## config.mk

```make
export PLATFORM = sky130hd
export DESIGN_NAME = arc_alarm_clear
export DESIGN_NICKNAME = d
export VERILOG_FILES = /design/src/arc_rise_detect.v /design/src/arc_code_encode.v /design/src/arc_alarm_clear.v
export VERILOG_INCLUDE_DIRS = /design/src /design/src/src
export SDC_FILE = /design/constraint.sdc
export NUM_CORES = 1
export LEC_CHECK = 0
export BUFFER_PORTS_ARGS = -buffer_cell sky130_fd_sc_hd__buf_2
export CORE_MARGIN = 8
export CORE_UTILIZATION = 25
export CTS_BUF_LIST = sky130_fd_sc_hd__clkbuf_8
export DETAILED_ROUTE_END_ITERATION = 7
export SLEW_MARGIN = 40
export SYNTH_ARGS = -nofsm -noshare
export SYNTH_HDL_FRONTEND = slang
export SYNTH_SLANG_ARGS = --single-unit
```

## constraint.sdc

```tcl
create_clock -name clk -period 4.6 [get_ports clk]
set_input_delay 0.92 -clock clk [delete_from_list [all_inputs] [get_ports clk]]
set_output_delay 0.92 -clock clk [all_outputs]
set_load 0.01 [all_outputs]
```

## src/arc_defines.vh

```
// Constants for the alarm report and clear block
`ifndef ARC_DEFINES_VH
`define ARC_DEFINES_VH
// ---------------------------------------------------------------
// Object index and codes
// ---------------------------------------------------------------
`define ARC_ACTIVE_ERROR_CODE_IDX 16'h603F
`define ARC_ERR_CODE_RESET        16'h0000
`define ARC_MFR_UPPER             8'hFF
`define ARC_ALARM_MAX             8'h9F
`define ARC_WARN_LO               8'hA0
`define ARC_WARN_HI               8'hA9
`define ARC_WARN_C3               8'hC3
`define ARC_WARN_D2               8'hD2
`define ARC_WARN_D3               8'hD3
// ---------------------------------------------------------------
// Bit positions
// ---------------------------------------------------------------
`define ARC_AL_CTRL_ACK_BIT       4
`define ARC_CTRL_WORD_RESET_BIT   7
// ---------------------------------------------------------------
// Drive state machine codes (one-hot)
// ---------------------------------------------------------------
`define ARC_DSM_W                 4
`define ARC_DSM_SWITCH_ON_DIS     4'h1
`define ARC_DSM_OPERATING         4'h2
`define ARC_DSM_FAULT_REACT       4'h4
`define ARC_DSM_FAULT             4'h8
`endif

```

## src/arc_rise_detect.v

```verilog
// Two-flop synchroniser with rising edge detect
`timescale 1ns/10ps
module arc_rise_detect
(
   // Clock and reset
   input  wire clk,
   input  wire rst,
   // Asynchronous level in
   input  wire asyncIn,
   // Synchronised level and rising edge
   output wire levelOut,
   output wire riseOut
);
   reg meta_q;
   reg sync_q;
   reg last_q;

   always @(posedge clk)
   begin
      if (rst)
      begin
         meta_q <= 1'b0;
         sync_q <= 1'b0;
         last_q <= 1'b0;
      end
      else
      begin
         meta_q <= asyncIn;
         sync_q <= meta_q;
         last_q <= sync_q;
      end
   end

   assign levelOut = sync_q;
   assign riseOut  = sync_q & ~last_q;
endmodule

```

## src/arc_code_encode.v

```verilog
// Encodes active alarm or warning into the error code object
`timescale 1ns/10ps
`include "arc_defines.vh"
module arc_code_encode
(
   // Condition inputs
   input  wire       alarmValid,
   input  wire [7:0] alarmMain,
   input  wire       warnValid,
   input  wire [7:0] warnNum,
   // Encoded code
   output reg  [15:0] codeOut
);
   wire alarmOk;
   wire warnOk;

   assign alarmOk = alarmValid && (alarmMain <= `ARC_ALARM_MAX);
   assign warnOk  = warnValid &&
                    (((warnNum >= `ARC_WARN_LO) &&
                      (warnNum <= `ARC_WARN_HI)) ||
                     (warnNum == `ARC_WARN_C3) ||
                     (warnNum == `ARC_WARN_D2) ||
                     (warnNum == `ARC_WARN_D3));

   always @*
   begin
      if (alarmOk)
         codeOut = {`ARC_MFR_UPPER, alarmMain};
      else if (warnOk)
         codeOut = {`ARC_MFR_UPPER, warnNum};
      else
         codeOut = `ARC_ERR_CODE_RESET;
   end
endmodule

```

## src/arc_alarm_clear.v

```verilog
// Alarm and warning reporting and clearing core
`timescale 1ns/10ps
`include "arc_defines.vh"
// Functional notes
// - Code zero with no alarm or warning
// - Alarm wins over warning in code
// - Upper byte FF, main number low
// - Alarms 00-9F; warnings A0-A9,C3,D2,D3
// - Sub alarm number never exposed
// - Ack bit then control bit7 rise clears
// - Clear moves Fault to Switch on disabled
// - Clear input OFF-to-ON edge clears
// - Setup tool clear request also clears
// - Clear input ON blocks bus/tool clear
// - Fault reaction active ignores all clears
// - Clear refused while any cause remains
// - First error held on display
// - Comm error updates indicators, latest wins
// - Latched warning clears by clears or by a new warning with latch off
// - No warning while clear input ON
// - Status notice may lag the event
module arc_alarm_clear
#(
   parameter NOTICE_DELAY = 4
)
(
   // Clock and reset
   input  wire        clk,
   input  wire        rst,
   // Fieldbus master control
   input  wire [7:0]  alControl,
   input  wire [15:0] controlWord,
   // Setup tool clear request, one-cycle pulse
   input  wire        toolClearReq,
   // External alarm clear pin
   input  wire        ext_alarm_clear_input,
   // Alarm causes
   input  wire        alarmEvent,
   input  wire [7:0]  alarmMain,
   input  wire        alarmCauseActive,
   input  wire        alarmClearable,
   // Warning causes
   input  wire        warnCause,
   input  wire [7:0]  warnNum,
   input  wire        warnLatchEn,
   // Drive state requests
   input  wire        faultReactDone,
   input  wire        enableOperation,
   // Communication error reports
   input  wire        commErrEvent,
   input  wire        commRunLed,
   input  wire        commErrLed,
   input  wire [3:0]  commBusState,
   input  wire [15:0] commAlStatus,
   // Object and status outputs
   output reg  [15:0] active_error_code,
   output reg  [3:0]  drive_state_machine,
   output reg  [7:0]  segDisplay,
   output reg         runLed,
   output reg         errLed,
   output reg  [3:0]  busState,
   output reg  [15:0] alStatus,
   output reg         alNotice,
   output wire        clearDone
);
   // ------------------------------------------------------------
   // Input synchronisation
   // ------------------------------------------------------------
   wire extLevel;
   wire extRise;

   arc_rise_detect uExt
   (
      .clk      (clk),
      .rst      (rst),
      .asyncIn  (ext_alarm_clear_input),
      .levelOut (extLevel),
      .riseOut  (extRise)
   );

   // ------------------------------------------------------------
   // Fault reset edge detect
   // ------------------------------------------------------------
   reg resetBitLast_q;
   reg ackSeen_q;
   wire resetRise;

   assign resetRise = controlWord[`ARC_CTRL_WORD_RESET_BIT] &
                      ~resetBitLast_q;

   always @(posedge clk)
   begin
      if (rst)
      begin
         resetBitLast_q <= 1'b0;
         ackSeen_q      <= 1'b0;
      end
      else
      begin
         resetBitLast_q <= controlWord[`ARC_CTRL_WORD_RESET_BIT];
         if (alControl[`ARC_AL_CTRL_ACK_BIT])
            ackSeen_q <= 1'b1;
         else if (resetRise)
            ackSeen_q <= 1'b0;
      end
   end

   // ------------------------------------------------------------
   // Clear decision
   // ------------------------------------------------------------
   wire inReact;
   wire busClear;
   wire toolClear;
   wire anyClear;
   wire warnClear;
   reg  alarm_q;

   assign inReact   = drive_state_machine == `ARC_DSM_FAULT_REACT;
   assign busClear  = resetRise &&
                      (ackSeen_q ||
                       alControl[`ARC_AL_CTRL_ACK_BIT]) &&
                      !extLevel;
   assign toolClear = toolClearReq && !extLevel;
   assign anyClear  = (busClear || toolClear || extRise) &&
                      !inReact;
   assign warnClear = (resetRise || toolClear || extRise) &&
                      !inReact;
   assign clearDone = anyClear && alarm_q && !alarmCauseActive &&
                      alarmClearable;

   // ------------------------------------------------------------
   // Alarm and warning state
   // ------------------------------------------------------------
   reg [7:0] alarmNum_q;
   reg       warnLatch_q;
   reg [7:0] warnNum_q;
   wire      warnNow;

   assign warnNow = warnCause && !extLevel;

   always @(posedge clk)
   begin
      if (rst)
      begin
         alarm_q     <= 1'b0;
         alarmNum_q  <= 8'h00;
         warnLatch_q <= 1'b0;
         warnNum_q   <= 8'h00;
      end
      else
      begin
         if (alarmEvent && !alarm_q)
         begin
            alarm_q    <= 1'b1;
            alarmNum_q <= alarmMain;
         end
         else if (clearDone)
            alarm_q <= 1'b0;
         if (warnNow)
         begin
            warnLatch_q <= warnLatchEn;
            warnNum_q   <= warnNum;
         end
         else if (warnClear)
            warnLatch_q <= 1'b0;
      end
   end

   // ------------------------------------------------------------
   // Error code object
   // ------------------------------------------------------------
   wire [15:0] codeNext;

   arc_code_encode uEnc
   (
      .alarmValid (alarm_q),
      .alarmMain  (alarmNum_q),
      .warnValid  (warnNow || warnLatch_q),
      .warnNum    (warnNow ? warnNum : warnNum_q),
      .codeOut    (codeNext)
   );

   always @(posedge clk)
   begin
      if (rst)
         active_error_code <= `ARC_ERR_CODE_RESET;
      else
         active_error_code <= codeNext;
   end

   // ------------------------------------------------------------
   // Drive state machine
   // ------------------------------------------------------------
   always @(posedge clk)
   begin
      if (rst)
         drive_state_machine <= `ARC_DSM_SWITCH_ON_DIS;
      else
      begin
         case (drive_state_machine)
            `ARC_DSM_SWITCH_ON_DIS:
            begin
               if (alarmEvent)
                  drive_state_machine <= `ARC_DSM_FAULT_REACT;
               else if (enableOperation)
                  drive_state_machine <= `ARC_DSM_OPERATING;
            end
            `ARC_DSM_OPERATING:
            begin
               if (alarmEvent)
                  drive_state_machine <= `ARC_DSM_FAULT_REACT;
               else if (!enableOperation)
                  drive_state_machine <= `ARC_DSM_SWITCH_ON_DIS;
            end
            `ARC_DSM_FAULT_REACT:
            begin
               if (faultReactDone)
                  drive_state_machine <= `ARC_DSM_FAULT;
            end
            `ARC_DSM_FAULT:
            begin
               if (clearDone)
                  drive_state_machine <= `ARC_DSM_SWITCH_ON_DIS;
            end
            default:
               drive_state_machine <= `ARC_DSM_SWITCH_ON_DIS;
         endcase
      end
   end

   // ------------------------------------------------------------
   // Segment display
   // ------------------------------------------------------------
   reg dispHeld_q;

   always @(posedge clk)
   begin
      if (rst)
      begin
         dispHeld_q <= 1'b0;
         segDisplay <= 8'h00;
      end
      else if (alarmEvent && !dispHeld_q)
      begin
         dispHeld_q <= 1'b1;
         segDisplay <= alarmMain;
      end
      else if (clearDone)
      begin
         dispHeld_q <= 1'b0;
         segDisplay <= 8'h00;
      end
   end

   // ------------------------------------------------------------
   // Communication error indicators
   // ------------------------------------------------------------
   always @(posedge clk)
   begin
      if (rst)
      begin
         runLed   <= 1'b0;
         errLed   <= 1'b0;
         busState <= 4'h0;
         alStatus <= 16'h0000;
      end
      else if (commErrEvent)
      begin
         runLed   <= commRunLed;
         errLed   <= commErrLed;
         busState <= commBusState;
         alStatus <= commAlStatus;
      end
   end

   // ------------------------------------------------------------
   // Delayed status notice
   // ------------------------------------------------------------
   reg [NOTICE_DELAY-1:0] noticePipe_q;

   always @(posedge clk)
   begin
      if (rst)
      begin
         noticePipe_q <= {NOTICE_DELAY{1'b0}};
         alNotice     <= 1'b0;
      end
      else
      begin
         noticePipe_q <= {noticePipe_q[NOTICE_DELAY-2:0],
                          (codeNext != `ARC_ERR_CODE_RESET)};
         alNotice     <= noticePipe_q[NOTICE_DELAY-1];
      end
   end
endmodule

```

==> results.toml <==
[timing]
max_slew_margin = 0.574
max_freq_mhz = 325
slew_violations = 0
finalSetupViolations = 0
fin_crit_ns = 3.07
tightest_slew_ns = 0.638
period_share = 0.668
hold_viol = 0
clock_skew_ns = 0.0108
setup_tns_ns = 0
rsz0062_at_grt = "false"

[setup_path]
startpoint = "controlWord[7]"
start_kind = "input pin"
crit_chain = "buf_2 > or3b_2 > a2bb2oi_1 > nor3_1 > buf_4 > buf_2"
slowest_stage = "or3b_2"
critPathKind = "in2out"
cpMostUsedCell = "buf_2"
path_buf_inv = 3
required_ns = 3.68
r2r_slack_ns = 2.43
worstReg2RegEnd = "active_error_code[0]"
cp.arrival_ns = 2.15
r2r_cells = 5
critPathTopFamily = "simple AND/OR/NAND/NOR gates"
r2r-start = "uExt.levelOut"
cpPeakStageDelay_ns = 0.44
end_kind = "primary output"
cp_num_cells = 6
critPathCapture = "clearDone"
crit_fanout = 11

[synth]
ys_seq_area_frac = 0.513
ys_types = 36
synth_top_area_cell = "dfxtp_1"
ys_ff_latch = 72
syn_nets = 379
synthTopCellsByCount = "72 x dfxtp_1, 47 x nor2_1, 33 x nand2_1, 29 x mux2i_1"
synth_area_per_cell_um2 = 9.21
synth.most_common_cell = "dfxtp_1"
syn-instance-count = 305
syn_area_um2 = 2810
synth_edf_count = 0
yosys_warnings = 0
synth_async_sr_flop_share = 0
synth_ff_type = "dfxtp_1"
synth_top_area_frac = 0.513
synth.area.top_cells = "dfxtp_1 51%, mux2i_1 10%, nor2_1 6.3%"

[power]
peakVddDrop_mv = 0.164
power.density_nw_per_um2 = 379
power.leakage_uw = 0.00170

[global_routing]
gr-usage-all-layers = 0.0979
grt_pass1_vias = 2439
grt_overflow = 0
grt_max_degree = 34
grt_pass1_wl_um = 11700
grt_antenna_before_repair = 0

[place]
hpwl_um = 5620
gp_congestion = 0.785
dpl_cell_area_um2 = 3370
numPortBuffers = 103

[routing]
wl_per_cell_um = 13.6
wl_um = 7300
drt-initial-drc-count = 131
vias_per_cell = 4.43
drc = 0
firstDrtPassIters = 4
num_vias = 2376
drt.antenna.violating_nets = 0

[floorplan]
fp.dieArea_um2 = 14900
die_h_um = 122
start_util = 0.258
coreArea_um2 = 10900
rows = 38
pin_count = 126
die_x_um = 122

[clock_network]
max-clock-path-buffers = 2
ctsRootBufferMaster = "clkbuf_8"
cts.sinks = 72
htreeDepth = 3
clk_latency_ns = 0.34
post_cts_buffers = 0
clkTransAtPathRegs_ns = 0.08
ctsHoldBuffers = 0
cts_resized = 0
cts_tree = "done"
numCtsBuffers = 9

[worst_hold_path]
hold_path.class = "reg2reg"

[layout]
design_area_um2 = 3560
area_growth_syn_to_layout_pct = 26.6
nNetsFinal = 467
fin_util = 0.327
n_antenna_cell = 0
drive_above_1_share = 0.311

[run_status]
status = "complete, no violations"

[run]
maxCapViolCount = 0
-- sequential cells by signal, summed over array words and instances, names as in the netlist, 4 cells and up --
name,flops
alStatus,16
active_error_code,9
alarmNum_q,8
segDisplay,8
warnNum_q,8
busState,4
drive_state_machine,4
noticePipe_q,4
-- placed cells by master, fill, tap and decap left out, types with 2 or more instances in the layout --
cell and n:
a21oi_1 14, a2bb2oi_1 9, buf_2 103, buf_4 2
clkbuf_8 10, dfxtp_1 72, inv_1 5, mux2i_1 29
nand2_1 33, nand2b_1 6, nand3_1 12, nand3b_1 2
nor2_1 47, nor2b_1 11, nor3_1 5, nor4bb_1 2
o21ai_0 6, o311ai_0 2, o31ai_1 8
-- worst register-to-register path: stages (launching register included) --
cell	delay, ns
dfxtp_1	0.35
nor2b_1	0.50
mux2_4	0.35
a221oi_2	0.27
nand3_2	0.24
o31ai_1	0.35
-- layout make-up --
| type | count | area, µm² |
|---|---|---|
| repair buffers | 105 | 531 |
| inverters | 4 | 15.0 |
| multi-input cells | 201 | 1210 |
| clock inverters | 4 | 47.5 |
| flip-flops and latches | 72 | 1440 |
| well taps | 140 | 175 |
| clock buffers | 10 | 138 |
| fillers | 1125 | 7330 |
-- worst min-delay path by stage --
stage | end | start | slack (ns) | cells past startpoint
floorplan | alNotice | noticePipe_q[3] | 0.41 | 1
global placement | uExt.levelOut | uExt.meta_q | 0.42 | 1
detailed placement | uExt.levelOut | uExt.meta_q | 0.42 | 1
CTS | noticePipe_q[1] | noticePipe_q[0] | 0.43 | 1
global route | noticePipe_q[1] | noticePipe_q[0] | 0.44 | 1
finish | noticePipe_q[1] | noticePipe_q[0] | 0.43 | 1
-- stage by stage --
stage,std cells,hold WS [ns],setup WS (ns),power [µW]
6_report,536,0.428,1.53,1350
5_1_grt,536,0.444,1.43,1430
4_1_cts,536,0.434,1.50,1380
3_5_place_dp,522,0.422,1.51,884
3_3_place_gp,522,0.425,1.51,879
2_1_floorplan,305,0.414,1.81,817
-- power breakdown --
part / internal (µW) / switching (µW) / leakage (µW)
Sequential: 660 / 25.0 / 0.000592
Combinational: 81.5 / 102 / 0.00100
Clock: 258 / 224 / 0.0000994
-- routing by layer --
metal	wire, µm	vias to the layer above	global-route usage
met5	0	-	0
met4	46	0	0.0370
met3	664	6	0.0430
met2	3120	76	0.139
met1	3460	1090	0.128
li1	-	1204	-
-- cell families (layout without fill, tap and decap cells) --
group,Yosys count,count (layout),synth area share
AND/OR/NAND/NOR,125,125,0.207
multiplexers,30,30,0.109
flip-flops,72,72,0.513
buffers and inverters,32,123,0.0565
AO/OA/AOI/OAI,46,46,0.114
Power figures use the tool's default switching activity.
